===== config.mk =====
export PLATFORM = sky130hd
export DESIGN_NAME = haa_arbiter
export DESIGN_NICKNAME = d
export VERILOG_FILES = /design/src/haa_pkg.sv /design/src/haa_arbiter.sv
export SDC_FILE = /design/constraint.sdc
export NUM_CORES = 1
export LEC_CHECK = 0
export CAP_MARGIN = 30
export CORE_MARGIN = 5
export CORE_UTILIZATION = 65
export CTS_BUF_LIST = sky130_fd_sc_hd__clkbuf_8
export DETAILED_ROUTE_END_ITERATION = 8
export DONT_BUFFER_PORTS = 1
export MAX_ROUTING_LAYER = met4
export PLACE_DENSITY_LB_ADDON = 0.3
export RECOVER_POWER = 50
export SLEW_MARGIN = 25
export SYNTH_ARGS = -nofsm -noshare
export SYNTH_HDL_FRONTEND = slang
export SYNTH_SLANG_ARGS = --single-unit

===== constraint.sdc =====
create_clock -name clk -period 3.2 [get_ports clk]
set_input_delay 0.16 -clock clk [delete_from_list [all_inputs] [get_ports clk]]
set_output_delay 0.16 -clock clk [all_outputs]
set_load 0.1 [all_outputs]

===== src/haa_pkg.sv =====
// Package of constants and carrier types for the board address arbitration block.
package haa_pkg;

    // ****************************************************************
    // Command codes carried on the management bus.
    // ****************************************************************
    localparam logic [7:0] CMD_ARB_REQUEST = 8'h08;
    localparam logic [7:0] CMD_REARBITRATE = 8'h10;
    localparam logic [7:0] CMD_ASSIGN_CHAIN = 8'h14;
    localparam logic [7:0] CMD_GRANT_LOW = 8'h1c;
    localparam logic [7:0] CMD_GRANT_HIGH = 8'h0c;
    localparam logic [7:0] CMD_ASSIGN_ROM = 8'h18;
    localparam logic [7:0] CMD_CONFIG_CHANGE = 8'h00;

    // ****************************************************************
    // Widths and positions.
    // ****************************************************************
    localparam int BOARD_ID_W = 5;
    localparam int ROM_ID_W = 48;
    localparam int ROM_WORD_W = 16;
    localparam logic [5:0] ROM_TOP_BIT = 6'h2f;
    localparam logic [5:0] ROM_BITS = 6'h30;
    localparam logic [BOARD_ID_W-1:0] BOARD_ID_BCAST = 5'h1f;
    localparam logic [1:0] POS_FIRST = 2'h0;
    localparam logic [BOARD_ID_W-1:0] BOARD_ID_NONE = 5'h00;

    // ****************************************************************
    // Timing: request interval 2 to 3 ms, ROM clock divider.
    // ****************************************************************
    localparam int CLK_MHZ = 100;
    localparam int REQ_INTERVAL_US = 2500;
    localparam int REQ_INTERVAL_CYC = REQ_INTERVAL_US * CLK_MHZ;
    localparam int ROM_DIV_CYC = 8;
    localparam logic [3:0] ROM_SETUP_CYC = 4'h4;

    // Incoming command from the management bus receiver.
    typedef struct packed {
        logic valid;
        logic [7:0] cmd;
        logic [BOARD_ID_W-1:0] board_id;
        logic [2:0] chip_addr;
        logic [BOARD_ID_W-1:0] new_id;
        logic [ROM_ID_W-1:0] rom_id;
    } haa_cmd_s;

    // Message request toward the management bus transmitter.
    typedef struct packed {
        logic valid;
        logic [7:0] cmd;
        logic [ROM_ID_W-1:0] payload;
    } haa_msg_s;

endpackage : haa_pkg


===== src/haa_arbiter.sv =====
// Board address arbitration: chain grant, serial ROM reader and requests.
`timescale 1ns/1ns
`default_nettype none

module haa_arbiter (
    input wire logic clk,
    input wire logic reset_n,
    input wire logic arb_method_select,
    input wire logic chain_grant_in,
    input wire logic [1:0] chip_position_pins,
    input wire logic request_in_a,
    input wire haa_pkg::haa_cmd_s cmd_in,
    input wire logic ordinary_pending,
    input wire logic msg_ready,
    input wire logic bus_collision,
    input wire logic rom_data_in,
    input wire logic rom_clk_in,
    output logic chain_grant_out,
    output logic [haa_pkg::BOARD_ID_W-1:0] board_identifier,
    output logic id_assigned,
    output logic [2:0] chip_address,
    output logic first_in_chain,
    output logic [haa_pkg::ROM_ID_W-1:0] rom_id,
    output logic rom_loaded,
    output haa_pkg::haa_msg_s msg_out,
    output logic ordinary_hold,
    output logic rom_clk_out,
    output logic rom_clk_oe,
    output logic rom_cs_out,
    output logic rom_cs_oe
);
    import haa_pkg::*;

    // ****************************************************************
    // Derived timing constants.
    // ****************************************************************
    localparam logic [17:0] REQ_CYC = 18'(REQ_INTERVAL_CYC);
    localparam logic [3:0] DIV_CYC = 4'(ROM_DIV_CYC);

    // ****************************************************************
    // Serial ROM reader state.
    // ****************************************************************
    typedef enum {ROM_IDLE, ROM_SETUP, ROM_SHIFT, ROM_DONE} haa_rom_e;

    haa_rom_e rom_st_r, rom_st_nxt;      // Reader sequence state.
    logic [3:0] div_r, div_nxt;          // ROM clock divider.
    logic [5:0] bit_cnt_r, bit_cnt_nxt;  // Bits captured so far.
    logic [ROM_ID_W-1:0] rom_id_r, rom_id_nxt;
    logic rclk_r, rclk_nxt;              // Driven ROM clock.
    logic rcs_r, rcs_nxt;                // Driven ROM select.
    logic rclk_prev_r, rclk_prev_nxt;    // Last sampled ROM clock.
    logic is_first;                      // Position 00 device.
    logic rise;                          // Sampled rising ROM clock.

    // The master owns the lines; listeners only sample them.
    assign is_first = (chip_position_pins == POS_FIRST);
    assign rise = rom_clk_in && !rclk_prev_r;

    // Next state of the reader; it only ever runs once after reset.
    always_comb begin
        rom_st_nxt = rom_st_r;
        div_nxt = div_r;
        bit_cnt_nxt = bit_cnt_r;
        rom_id_nxt = rom_id_r;
        rclk_nxt = rclk_r;
        rcs_nxt = rcs_r;
        rclk_prev_nxt = rom_clk_in;
        case (rom_st_r)
            ROM_IDLE: begin
                // Listeners wait for edges; the master starts its cycle.
                rom_st_nxt = ROM_SETUP;
                rcs_nxt = is_first;
                div_nxt = '0;
            end
            ROM_SETUP: begin
                div_nxt = div_r + 4'h1;
                if (div_r == ROM_SETUP_CYC) begin
                    rom_st_nxt = ROM_SHIFT;
                    div_nxt = '0;
                end
            end
            ROM_SHIFT: begin
                // Master toggles the ROM clock from a divider.
                if (is_first) begin
                    div_nxt = div_r + 4'h1;
                    if (div_r == DIV_CYC - 4'h1) begin
                        div_nxt = '0;
                        rclk_nxt = !rclk_r;
                    end
                end
                // Every device captures on the sampled clock rise.
                if (rise) begin
                    // First bit lands at bit 47, MSB of each word first.
                    rom_id_nxt = {rom_id_r[ROM_ID_W-2:0], rom_data_in};
                    bit_cnt_nxt = bit_cnt_r + 6'h1;
                    if (bit_cnt_r == ROM_BITS - 6'h1) begin
                        rom_st_nxt = ROM_DONE;
                        rcs_nxt = 1'b0;
                        rclk_nxt = 1'b0;
                    end
                end
            end
            ROM_DONE: begin
                rom_st_nxt = ROM_DONE;
            end
            default: begin
                rom_st_nxt = ROM_IDLE;
            end
        endcase
    end

    // Registers of the reader.
    always_ff @(posedge clk or negedge reset_n) begin
        if (!reset_n) begin
            rom_st_r <= ROM_IDLE;
            div_r <= '0;
            bit_cnt_r <= '0;
            rom_id_r <= '0;
            rclk_r <= 1'b0;
            rcs_r <= 1'b0;
            rclk_prev_r <= 1'b0;
        end else begin
            rom_st_r <= rom_st_nxt;
            div_r <= div_nxt;
            bit_cnt_r <= bit_cnt_nxt;
            rom_id_r <= rom_id_nxt;
            rclk_r <= rclk_nxt;
            rcs_r <= rcs_nxt;
            rclk_prev_r <= rclk_prev_nxt;
        end
    end

    // ****************************************************************
    // Address assignment, grant chain and message requests.
    // ****************************************************************
    logic grant_r, grant_nxt;
    logic [BOARD_ID_W-1:0] bid_r, bid_nxt;
    logic asg_r, asg_nxt;
    logic [17:0] tmr_r, tmr_nxt;         // Request interval counter.
    logic req_pend_r, req_pend_nxt;      // Request awaiting the bus.
    logic chg_pend_r, chg_pend_nxt;      // Change message pending.
    logic recfg_prev_r, recfg_prev_nxt;  // Last reconfiguration level.
    haa_msg_s msg_r, msg_nxt;
    logic hold_r, hold_nxt;
    logic for_me;                        // Command addressed to us.
    logic chain_mode;

    assign chain_mode = arb_method_select;
    assign for_me = cmd_in.valid &&
        ((cmd_in.board_id == bid_r &&
          cmd_in.chip_addr == {1'b0, chip_position_pins}) ||
         cmd_in.board_id == BOARD_ID_BCAST);

    // Next values of the assignment logic.
    always_comb begin
        grant_nxt = grant_r;
        bid_nxt = bid_r;
        asg_nxt = asg_r;
        tmr_nxt = tmr_r;
        req_pend_nxt = req_pend_r;
        chg_pend_nxt = chg_pend_r;
        recfg_prev_nxt = request_in_a;
        msg_nxt = msg_r;
        // Rising edge, or high at reset via the low reset value.
        if (request_in_a && !recfg_prev_r) begin
            chg_pend_nxt = 1'b1;
        end
        // Chain assignment only for the device with grant 0 / 1.
        if (chain_mode && cmd_in.valid && cmd_in.cmd == CMD_ASSIGN_CHAIN
            && !chain_grant_in && grant_r) begin
            bid_nxt = cmd_in.new_id;
            asg_nxt = 1'b1;
        end
        // Grant output control, direct or broadcast.
        if (for_me && cmd_in.cmd == CMD_GRANT_LOW) begin
            grant_nxt = 1'b0;
        end
        if (for_me && cmd_in.cmd == CMD_GRANT_HIGH) begin
            grant_nxt = 1'b1;
        end
        // ROM mode: adopt only on a matching 48-bit identifier.
        if (!chain_mode && cmd_in.valid && cmd_in.cmd == CMD_ASSIGN_ROM
            && rom_st_r == ROM_DONE && cmd_in.rom_id == rom_id_r) begin
            bid_nxt = cmd_in.new_id;
            asg_nxt = 1'b1;
        end
        // Re-arbitrate drops the assignment and re-enters.
        if (cmd_in.valid && cmd_in.cmd == CMD_REARBITRATE) begin
            bid_nxt = BOARD_ID_NONE;
            asg_nxt = 1'b0;
            grant_nxt = 1'b1;
            tmr_nxt = '0;
        end
        // Periodic request while unassigned, from position 00 only.
        if (!chain_mode && is_first && !asg_r && rom_st_r == ROM_DONE) begin
            tmr_nxt = tmr_r + 18'h1;
            if (tmr_r == REQ_CYC - 18'h1) begin
                tmr_nxt = '0;
                req_pend_nxt = 1'b1;
            end
        end else begin
            tmr_nxt = '0;
        end
        if (asg_r) begin
            req_pend_nxt = 1'b0;
        end
        // Present one message; arbitration ahead of change message.
        if (msg_r.valid) begin
            if (msg_ready) begin
                msg_nxt.valid = 1'b0;
            end else if (bus_collision) begin
                // Lost the bus: withdraw; a request retries next interval, a change message is dropped.
                msg_nxt.valid = 1'b0;
            end
        end else if (req_pend_r && !asg_r) begin
            msg_nxt = '{valid: 1'b1, cmd: CMD_ARB_REQUEST,
                        payload: rom_id_r};
            req_pend_nxt = 1'b0;
        end else if (chg_pend_r) begin
            msg_nxt = '{valid: 1'b1, cmd: CMD_CONFIG_CHANGE,
                        payload: '0};
            chg_pend_nxt = request_in_a && !recfg_prev_r; // A fresh rise wins.
        end
        // Ordinary traffic waits while arbitration traffic exists.
        hold_nxt = req_pend_nxt || (msg_nxt.valid &&
            msg_nxt.cmd == CMD_ARB_REQUEST) || ordinary_pending &&
            req_pend_r;
    end

    // Registers of the assignment logic.
    always_ff @(posedge clk or negedge reset_n) begin
        if (!reset_n) begin
            grant_r <= 1'b1;
            bid_r <= BOARD_ID_NONE;
            asg_r <= 1'b0;
            tmr_r <= '0;
            req_pend_r <= 1'b0;
            chg_pend_r <= 1'b0;
            recfg_prev_r <= 1'b0;
            msg_r <= '0;
            hold_r <= 1'b0;
        end else begin
            grant_r <= grant_nxt;
            bid_r <= bid_nxt;
            asg_r <= asg_nxt;
            tmr_r <= tmr_nxt;
            req_pend_r <= req_pend_nxt;
            chg_pend_r <= chg_pend_nxt;
            recfg_prev_r <= recfg_prev_nxt;
            msg_r <= msg_nxt;
            hold_r <= hold_nxt;
        end
    end

    // ****************************************************************
    // Output registers.
    // ****************************************************************
    logic [2:0] caddr_r;
    logic fic_r;

    // Position-derived status, registered so outputs leave flops.
    always_ff @(posedge clk or negedge reset_n) begin
        if (!reset_n) begin
            caddr_r <= '0;
            fic_r <= 1'b0;
        end else begin
            caddr_r <= {1'b0, chip_position_pins};
            fic_r <= chain_mode && is_first;
        end
    end

    assign chain_grant_out = grant_r;
    assign board_identifier = bid_r;
    assign id_assigned = asg_r;
    assign chip_address = caddr_r;
    assign first_in_chain = fic_r;
    assign rom_id = rom_id_r;
    assign rom_loaded = (rom_st_r == ROM_DONE);
    assign msg_out = msg_r;
    assign ordinary_hold = hold_r;
    assign rom_clk_out = rclk_r;
    assign rom_cs_out = rcs_r;
    assign rom_clk_oe = is_first && rom_st_r != ROM_DONE;
    assign rom_cs_oe = is_first && rom_st_r != ROM_DONE;
endmodule : haa_arbiter

`default_nettype wire


==> results.sh, run 1 <==
export IMPL_place_port_buffers=0
export IMPL_timing_max_slew_rel_slack_pct=-1.73
export IMPL_synth_edff_count=0
export IMPL_htree_num_levels=4
export IMPL_drcViolationCount=0
export IMPL_synth_async_reset_ratio_pct=100
export IMPL_synth_most_common_cell="dfrtp_1"
export IMPL_wirelength_mm=17.5
export IMPL_fin_ws_ps=440
export IMPL_detailedRoute_firstIterationViolations=332
export IMPL_ys_dominant_reg_cell="dfrtp_1"
export IMPL_std_cell_rows=37
export IMPL_setup_fix_bufs_post_cts=0
export IMPL_clock_skew_ps=7.63
export IMPL_antenna_cells=0
export IMPL_power_density_nw_per_um2=725
export IMPL_regToRegStartpoint="rom_id[41]$_DFFE_PN0P_"
export IMPL_drt_pre_antenna_iters=5
export IMPL_finalCritPeriodShare_pct=86.2
export IMPL_cts_hold_fix_buffers=16
export IMPL_timing_final_hold_violations=152
export IMPL_top_area_cells_in_the_synthesized_netlist="dfrtp_1 57%, mux2_2 8.5%, a22o_1 6.1%"
export IMPL_timing_critical_path_to_type="register"
export IMPL_vias_in_the_first_global_route=5000
export IMPL_synth_sequential_area_ratio_pct=57.1
export IMPL_die_area_um2=12400
export IMPL_criticalPathCategory="register to register"
export IMPL_synthCells=539
export IMPL_worst_path_required_time_ps=3540
export IMPL_max_freq_mhz=362
export IMPL_utilization_pct=76.1
export IMPL_synth_lib_cells_used_distinct=45
export IMPL_initial_utilization_pct=65.7
export IMPL_final_layout_size_suffix_gt1_share_pct=16.9
export IMPL_grt_max_degree=153
export IMPL_count_of_nets_left_with_antenna_violations_after_detail_routing=0
export IMPL_syn_cell_area_um2=6660
export IMPL_wire_per_inst_um=23.0
export IMPL_clkSinkCount=152
export IMPL_syn2layout_area_growth_pct=15.9
export IMPL_tritoncts="done"
export IMPL_clock_tree_buffer_depth=2
export IMPL_postSynthAreaPerCell_um2=12.4
export IMPL_failed_checks="hold timing, capacitance limit, slew limit"
export IMPL_worst_setup_hold_path_clk_slew_ps=80
export IMPL_vias=4657
export IMPL_synth_warning_count=0
export IMPL_power_ir_vdd_worst_mv=0.506
export IMPL_design_portCount=204
export IMPL_arrival_ps=3100
export IMPL_worstSetupStartpoint="rom_id[41]$_DFFE_PN0P_"
export IMPL_clockRootBuffer="clkbuf_8"
export IMPL_hold_path_class="input port to asynchronous set/reset pin"
export IMPL_ctsResizeCount=0
export IMPL_tritoncts_num_buffers=17
export IMPL_antenna_found_initial=0
export IMPL_place_hpwl_mm=12.7
export IMPL_clkLatencyLatePin_ps=460
export IMPL_power_leakage_nw=3.62
export IMPL_synth_common_cells="151 x dfrtp_1, 50 x mux2_2, 46 x a22o_1, 46 x xor2_1, 34 x nor2_1"
export IMPL_place_worst_setup_slack_ps=876
export IMPL_grt_overflow_total=0
export IMPL_final_setup_viol_count=0
export IMPL_hold_slack_final_ps=-611
export IMPL_final_max_slew_viol_count=4
export IMPL_post_synth_top_area_fraction_pct=56.7
export IMPL_globalRouteTotalUtil_pct=30.2
export IMPL_fp_dieW_um=111
export IMPL_critPathMaxFanout=6
export IMPL_r2r_slack_ps=440
export IMPL_tightest_slew_ps=1530
export IMPL_finalWorstPathRequiredPeriod_ps=2760
export IMPL_ys_seq_elements=152
export IMPL_startpoint_type="register"
export IMPL_die_y_um=111
export IMPL_netlist_top_cell_by_area="dfrtp_1"
export IMPL_syn_nets=631
export IMPL_drt_via_density=6.10
export IMPL_final_setup_tns_ps=0
export IMPL_run_status="finished, violations left"
export IMPL_unrepaired_setup_endpoints_after_global_routing="no"
export IMPL_core_um2=10100
export IMPL_gp_congestion=0.895
export IMPL_wire_length_of_the_first_global_routing_pass_mm=27.9
export IMPL_design_power_mw=5.59
export IMPL_final_nets=706
export IMPL_cap_viol_max_count=1
[state kept, by name, indices dropped and copies added, names as in the netlist, 2 cells and up]
signal            count
board_identifier      5
tmr_r                18
bit_cnt_r             6
rom_st_r              2
div_r                 4
rom_id               48
msg_out              57
chip_address          2
[per-stage QoR]
stage	hold slack, ps	cells	area (um2)
finish	-611	763	7720
global route	-643	763	7720
CTS	-633	763	7890
detailed placement	-131	715	7250
global placement	-131	715	7250
floorplan	-136	539	6660
[worst max-delay path: stages (launching register included)]
cell and delay, ps:
dfrtp_1 330, clkbuf_1 980, xnor2_1 310, nand4_1 250
nor4_2 60, a21oi_2 340, mux2_1 370
[kinds of logic (layout without fill, tap and decap cells)]
family | Yosys count | after routing | synth area share [%]
other | 1 | 1 | 0.0563
AND/OR/NAND/NOR | 141 | 141 | 10.9
adder cells (fa/ha/maj) | 10 | 10 | 1.88
flip-flops | 152 | 152 | 57.1
XOR/XNOR | 78 | 78 | 10.3
buffers and inverters | 30 | 118 | 1.86
multiplexers | 56 | 56 | 9.45
AO/OA/AOI/OAI | 71 | 71 | 8.44
[path summary, 6_finish.rpt]
check                                                  end  cells after the start
hold reg to reg                       chg_pend_r$_DFF_PN0_                      1
setup reg to reg           board_identifier[1]$_DFFE_PN0P_                      6
hold / removal                         tmr_r[10]$_DFF_PN0_                      0
max in group asynchronous      chain_grant_out$_DFFE_PN1P_                      0
setup / recovery           board_identifier[1]$_DFFE_PN0P_                      6
min in group clk               chain_grant_out$_DFFE_PN1P_                      3
[power breakdown]
group	leakage, nW	switching, mW	internal [mW]
sequential	2.07	0.231	2.07
combinational	1.31	1.18	0.379
clock	0.244	0.709	1.02
total	3.62	2.12	3.47
[placed cells by master (no fill, tap or decap), types with 6 or more instances in the layout]
cell type      count
xnor2_1           32
nand4_1           14
nor2_1            34
dlygate4sd3_1     16
dfrtp_1          151
nor2b_1            8
clkbuf_8          18
and2_1             7
buf_4             15
nand2_1           24
inv_1             10
mux2_2            50
a22o_1            46
bufinv_16          6
xor2_1            46
nor3_1             8
ha_1              10
o21ai_0            9
clkbuf_1          45
nor4_1            10
nand3_1           16
[area by class of cell]
cell class | count | area, um2
Multi-Input combinational cell | 357 | 2760
Clock inverter | 14 | 229
Timing Repair Buffer | 77 | 469
Clock buffer | 18 | 248
Fill cell | 673 | 2420
Tap cell | 136 | 170
Sequential cell | 152 | 3800
Inverter | 9 | 33.8
[layer usage]
metal / GRT usage (%) / share of wire (%) / up-vias
li1: - / - / 2046
met2: 49.6 / 52 / 230
met4: 9.49 / 1.8 / 0
met3: 12.2 / 9.5 / 30
met5: - / 0 / -
met1: 34.1 / 37 / 2351
No activity file was read; power rests on OpenSTA's default activity.
==> inputs of run 2 (changes only) <==
--- a/config.mk
+++ b/config.mk
@@ -8,7 +8,7 @@
 export CAP_MARGIN = 30
 export CORE_MARGIN = 5
 export CORE_UTILIZATION = 65
-export CTS_BUF_LIST = sky130_fd_sc_hd__clkbuf_8
+export CTS_BUF_LIST = sky130_fd_sc_hd__clkbuf_4 sky130_fd_sc_hd__clkbuf_8
 export DETAILED_ROUTE_END_ITERATION = 8
 export DONT_BUFFER_PORTS = 1
 export MAX_ROUTING_LAYER = met4
==> constraint.sdc (replaced) <==
create_clock -name clk -period 2.8 [get_ports clk]
set_input_delay 0.14 -clock clk [delete_from_list [all_inputs] [get_ports clk]]
set_output_delay 0.14 -clock clk [all_outputs]
set_load 0.1 [all_outputs]
==> run 2 against run 1 <==
Net effect:
- the run ends with hold timing left
- clock skew grew 14 ps
- sequential share of layout area shrank 1.8 points
- worst hold slack lost 14 ps
- first-iteration DRC count grew 14%
- cell area grew 3.7%
- largest power group unchanged
- count of clock-buffer cells in the layout grew 3
- critical endpoint is now board_identifier[3]$_DFFE_PN0P_
- critical path type unchanged
- routed wire length grew 5.8%
- largest cell class unchanged
- highest routed layer unchanged
- combinational power grew 25%
- die area is the same
==> results.sh, run 2 (synthesized netlist as in run 1, its figures left out) <==
export IMPL_run_status="finished, violations left"
export IMPL_failed_checks="hold timing"
export IMPL_final_setup_tns_ps=0
export IMPL_antenna_found_initial=0
export IMPL_die_area_um2=12400
export IMPL_place_worst_setup_slack_ps=484
export IMPL_placedInstanceArea_um2=7670
export IMPL_finalWorstPathRequiredPeriod_ps=2420
export IMPL_core_um2=10100
export IMPL_dpl_cell_count=768
export IMPL_grt_overflow_total=0
export IMPL_hold_path_class="input port to asynchronous set/reset pin"
export IMPL_design_portCount=204
export IMPL_clock_tree_buffer_depth=2
export IMPL_commonest_cells_after_routing_fill_and_taps_aside="151 x dfrtp_1, 58 x buf_4, 53 x clkbuf_1"
export IMPL_htree_num_levels=4
export IMPL_detailedRoute_firstIterationViolations=380
export IMPL_drcViolationCount=0
export IMPL_timing_max_slew_rel_slack_pct=8.33
export IMPL_critPathMaxFanout=6
export IMPL_place_hpwl_mm=13.4
export IMPL_worst_path_max_delay_cell="dfrtp_1"
export IMPL_fp_dieW_um=111
export IMPL_drt_pre_antenna_iters=7
export IMPL_power_density_nw_per_um2=759
export IMPL_wire_per_inst_um=22.7
export IMPL_drt_via_density=5.94
export IMPL_final_layout_size_suffix_gt1_share_pct=22.2
export IMPL_arrival_ps=2740
export IMPL_globalRouteTotalUtil_pct=31.9
export IMPL_largest_register_ff_count=57
export IMPL_startpoint_type="register"
export IMPL_finish_instance_area_um2=8010
export IMPL_route_top_layer_used="met4"
export IMPL_grt_max_degree=153
export IMPL_syn2layout_area_growth_pct=20.2
export IMPL_wl_met3_mm=1.86
export IMPL_max_freq_mhz=413
export IMPL_antenna_cells=0
export IMPL_utilization_pct=79.0
export IMPL_worst_setup_hold_path_clk_slew_ps=90
export IMPL_std_cell_rows=37
export IMPL_fin_ws_ps=379
export IMPL_clockRootBuffer="clkbuf_8"
export IMPL_power_leakage_nw=3.81
export IMPL_initial_utilization_pct=65.7
export IMPL_die_y_um=111
export IMPL_timing_final_hold_violations=152
export IMPL_clock_skew_ps=22.0
export IMPL_wirelength_mm=18.5
export IMPL_clkSinkCount=152
export IMPL_tritoncts_num_buffers=17
export IMPL_cts_hold_fix_buffers=16
export IMPL_final_nets=759
export IMPL_criticalPathCategory="register to register"
export IMPL_tritoncts="done"
export IMPL_hold_slack_final_ps=-625
export IMPL_setup_fix_bufs_post_cts=0
export IMPL_vias_in_the_first_global_route=5309
export IMPL_routed_wl_met2_mm=9.78
export IMPL_r2r_slack_ps=380
export IMPL_unrepaired_setup_endpoints_after_global_routing="no"
export IMPL_timing_critical_path_to_type="register"
export IMPL_most_common_cell_after_layout_fill_and_taps_aside="dfrtp_1"
export IMPL_power_ir_vdd_worst_mv=0.803
export IMPL_wirelength_met1_mm=6.53
export IMPL_place_port_buffers=0
export IMPL_cap_viol_max_count=0
export IMPL_ctsResizeCount=0
export IMPL_vias=4840
export IMPL_worst_path_required_time_ps=3120
export IMPL_final_fill_count=667
export IMPL_tightest_slew_ps=1380
export IMPL_cp_cell_sequence="ha_1 -> nand2b_1 -> nor3_1 -> nand4_1 -> nor4_2 -> a21oi_2 -> mux2_1"
export IMPL_wire_length_of_the_first_global_routing_pass_mm=29.3
export IMPL_gp_congestion=0.967
export IMPL_finalCritPeriodShare_pct=86.5
export IMPL_final_max_slew_viol_count=0
export IMPL_finish_cell_count_without_fillers=815
export IMPL_critical_path_max_stage_delay_ps=430
export IMPL_clkLatencyLatePin_ps=460
export IMPL_final_setup_viol_count=0
export IMPL_count_of_nets_left_with_antenna_violations_after_detail_routing=0
[run 2: cell types whose count changed in the layout (fill, tap and decap cells not counted), sizes merged]
cell      change
clkinvlp      +4
clkinv        -4
buf          +45
inv           +1
bufinv        -5
clkbuf       +11
[run 2: per-stage QoR]
step | total power, mW | hold WS (ps)
global placement | 4.45 | -152
detailed placement | 4.52 | -151
CTS | 6.10 | -650
global route | 6.34 | -660
floorplan | 4.07 | -156
finish | 6.07 | -625
[run 2: per-layer routing]
metal | vias up | global-route usage [%]
met2 | 243 | 55.3
met4 | 0 | 9.08
met3 | 38 | 13.8
met5 | - | -
met1 | 2404 | 33.0
li1 | 2155 | -
[run 2: area by class of cell]
| cell class | count | area, um2 | share of cell area [%] |
|---|---|---|---|
| Timing Repair Buffer | 130 | 862 | 10.8 |
| Inverter | 9 | 33.8 | 0.422 |
| Multi-Input combinational cell | 357 | 2760 | 34.5 |
| Sequential cell | 152 | 3800 | 47.5 |
| Clock buffer | 21 | 277 | 3.45 |
| Clock inverter | 10 | 95.1 | 1.19 |
| Tap cell | 136 | 170 | 2.13 |
[run 2: critical path, delay by kind of cell (launching register included)]
family          cells  cell delay [ps]
simple gates        4             1080
flops               1              430
mux                 1              360
fa+ha+maj           1              250
compound gates      1              180
[run 2: path summary, 6_finish.rpt]
kind,from,end,cells past startpoint
worst min register to register,recfg_prev_r$_DFF_PN0_,chg_pend_r$_DFF_PN0_,1
max in group asynchronous,reset_n,chain_grant_out$_DFFE_PN1P_,0
min in group clk,cmd_in[63],chain_grant_out$_DFFE_PN1P_,3
worst min-delay path,reset_n,msg_out[35]$_DFFE_PN0P_,0
worst max register to register,rom_st_r[0]$_DFFE_PN0P_,board_identifier[3]$_DFFE_PN0P_,7
worst max-delay path,rom_st_r[0]$_DFFE_PN0P_,board_identifier[3]$_DFFE_PN0P_,7
[run 2: where the power goes]
group | switching (mW) | total [mW] | leakage, nW | internal, mW
combinational | 1.45 | 1.95 | 1.57 | 0.495
clock | 0.807 | 1.57 | 0.178 | 0.765
sequential | 0.181 | 2.56 | 2.07 | 2.38
==> inputs of run 3 (changes only) <==
==> constraint.sdc (replaced) <==
create_clock -name clk -period 3.1 [get_ports clk]
set_input_delay 0.155 -clock clk [delete_from_list [all_inputs] [get_ports clk]]
set_output_delay 0.155 -clock clk [all_outputs]
set_load 0.1 [all_outputs]
==> run 3 against run 2 <==
Net effect:
- the flow still finishes with violations (hold timing)
- cell count decreased by 6.5%
- routed wire length shrank 7.4%
- worst hold slack improved by 15 ps
- non-clock buffer count shrank 54
- fmax shrank 9.5%
- sequential share of layout area grew 2.4 points
- cell area shrank 4.9%
- setup slack improved by 47 ps
- largest cell class unchanged
==> results.sh, run 3 (synthesized netlist as in run 1, its figures left out) <==
export IMPL_critPathMaxFanout=6
export IMPL_timing_max_slew_rel_slack_pct=2.14
export IMPL_vias_in_the_first_global_route=4935
export IMPL_drt_via_density=6.05
export IMPL_startpoint_type="register"
export IMPL_finalWorstPathRequiredPeriod_ps=2670
export IMPL_count_of_nets_left_with_antenna_violations_after_detail_routing=0
export IMPL_reg2regPathDepth=6
export IMPL_arrival_ps=3010
export IMPL_drcViolationCount=0
export IMPL_final_max_slew_viol_count=0
export IMPL_fp_dieW_um=111
export IMPL_design_power_mw=5.45
export IMPL_critPathBufInv=1
export IMPL_wirelength_mm=17.2
export IMPL_worst_path_required_time_ps=3430
export IMPL_grt_overflow_total=0
export IMPL_crit_reg2reg_capture="board_identifier[2]$_DFFE_PN0P_"
export IMPL_syn2layout_area_growth_pct=14.3
export IMPL_final_nets=705
export IMPL_largest_register_ff_count=57
export IMPL_r2r_slack_ps=430
export IMPL_die_area_um2=12400
export IMPL_timing_critical_path_to_type="register"
export IMPL_grt_max_degree=153
export IMPL_ctsResizeCount=0
export IMPL_antenna_found_initial=0
export IMPL_clock_tree_buffer_depth=2
export IMPL_final_setup_tns_ps=0
export IMPL_globalRouteTotalUtil_pct=29.7
export IMPL_finalCritPeriodShare_pct=86.3
export IMPL_power_ir_vdd_worst_mv=0.723
export IMPL_die_y_um=111
export IMPL_std_cell_rows=37
export IMPL_unrepaired_setup_endpoints_after_global_routing="no"
export IMPL_worst_path_max_delay_cell="clkbuf_1"
export IMPL_commonest_cells_after_routing_fill_and_taps_aside="151 x dfrtp_1, 51 x clkbuf_1, 50 x mux2_2"
export IMPL_core_um2=10100
export IMPL_crit_family="buffers and inverters"
export IMPL_antenna_cells=0
export IMPL_placedInstanceArea_um2=7280
export IMPL_detailedRoute_firstIterationViolations=348
export IMPL_cp_cell_sequence="clkbuf_1 -> xnor2_1 -> nand4_1 -> nor4_2 -> a21oi_2 -> mux2_1"
export IMPL_tritoncts_num_buffers=17
export IMPL_critical_path_max_stage_delay_ps=990
export IMPL_timing_final_hold_violations=152
export IMPL_power_density_nw_per_um2=716
export IMPL_criticalPathCategory="register to register"
export IMPL_max_freq_mhz=374
export IMPL_final_layout_size_suffix_gt1_share_pct=16.3
export IMPL_final_fill_count=681
export IMPL_initial_utilization_pct=65.7
export IMPL_wire_length_of_the_first_global_routing_pass_mm=27.4
export IMPL_most_common_cell_after_layout_fill_and_taps_aside="dfrtp_1"
export IMPL_tightest_slew_ps=1470
export IMPL_place_port_buffers=0
export IMPL_wire_per_inst_um=22.5
export IMPL_worst_setup_hold_path_clk_slew_ps=80
export IMPL_clkSinkCount=152
export IMPL_setup_fix_bufs_post_cts=0
export IMPL_clockRootBuffer="clkbuf_8"
export IMPL_place_hpwl_mm=12.7
export IMPL_clock_skew_ps=10.5
export IMPL_run_status="finished, violations left"
export IMPL_hold_path_class="input port to asynchronous set/reset pin"
export IMPL_gp_congestion=0.894
export IMPL_hold_slack_final_ps=-610
export IMPL_design_portCount=204
export IMPL_failed_checks="hold timing"
export IMPL_tritoncts="done"
export IMPL_vias=4608
export IMPL_drt_pre_antenna_iters=4
export IMPL_cts_hold_fix_buffers=14
export IMPL_cap_viol_max_count=0
export IMPL_regToRegStartpoint="rom_id[8]$_DFFE_PN0P_"
export IMPL_power_leakage_nw=3.56
export IMPL_clkLatencyLatePin_ps=460
export IMPL_final_setup_viol_count=0
export IMPL_finish_instance_area_um2=7610
export IMPL_htree_num_levels=4
run 3: cell types whose count changed in the layout (fill, tap and decap cells not counted), sizes merged:
cell | previous run | this run
buf | 61 | 11
clkinv | 2 | 8
clkinvlp | 5 | 0
clkbuf | 74 | 71
dlygate4sd3 | 16 | 14
bufinv | 1 | 2
run 3: report_power, final:
group	total (mW)	internal, mW	switching, mW
Combinational	1.59	0.376	1.21
Sequential	2.39	2.14	0.249
Clock	1.48	0.752	0.725
Total	5.45	3.27	2.18
run 3: per-stage QoR:
stage	instances	hold slack (ps)	worst slack [ps]	util (%)
6_report	762	-610	426	75.1
3_3_place_gp	715	-136	724	71.5
2_1_floorplan	539	-141	138	-
4_1_cts	762	-640	718	77.0
3_5_place_dp	716	-136	721	71.8
5_1_grt	762	-646	308	75.1
run 3: worst max-delay path by stage:
stage          depth (start not counted)                    start  slack [ps]                               to
2_1_floorplan                          3  rom_st_r[0]$_DFFE_PN0P_         140                        rom_cs_oe
3_3_place_gp                           7  rom_st_r[0]$_DFFE_PN0P_         720  board_identifier[0]$_DFFE_PN0P_
3_5_place_dp                           7  rom_st_r[0]$_DFFE_PN0P_         720  board_identifier[2]$_DFFE_PN0P_
4_1_cts                                7  rom_st_r[0]$_DFFE_PN0P_         720  board_identifier[2]$_DFFE_PN0P_
5_1_grt                                6   rom_id[37]$_DFFE_PN0P_         310  board_identifier[2]$_DFFE_PN0P_
6_report                               6    rom_id[8]$_DFFE_PN0P_         430  board_identifier[2]$_DFFE_PN0P_
run 3: cell type report:
cell class	instances	area [um2]	share of cell area, %
clock inverter	12	125	1.64
multi-input combinational	357	2760	36.3
timing repair buffer	76	454	5.97
sequential	152	3800	50.0
tap	136	170	2.24
inverter	9	33.8	0.444
clock buffer	20	263	3.45
run 3: metal layers:
metal / global-route usage (%) / up-vias / part of all wire, %
li1: - / 2062 / -
met1: 33.9 / 2299 / 37
met2: 48.2 / 215 / 51
met3: 11.8 / 32 / 10
met4: 9.98 / 0 / 2.2
met5: - / - / 0
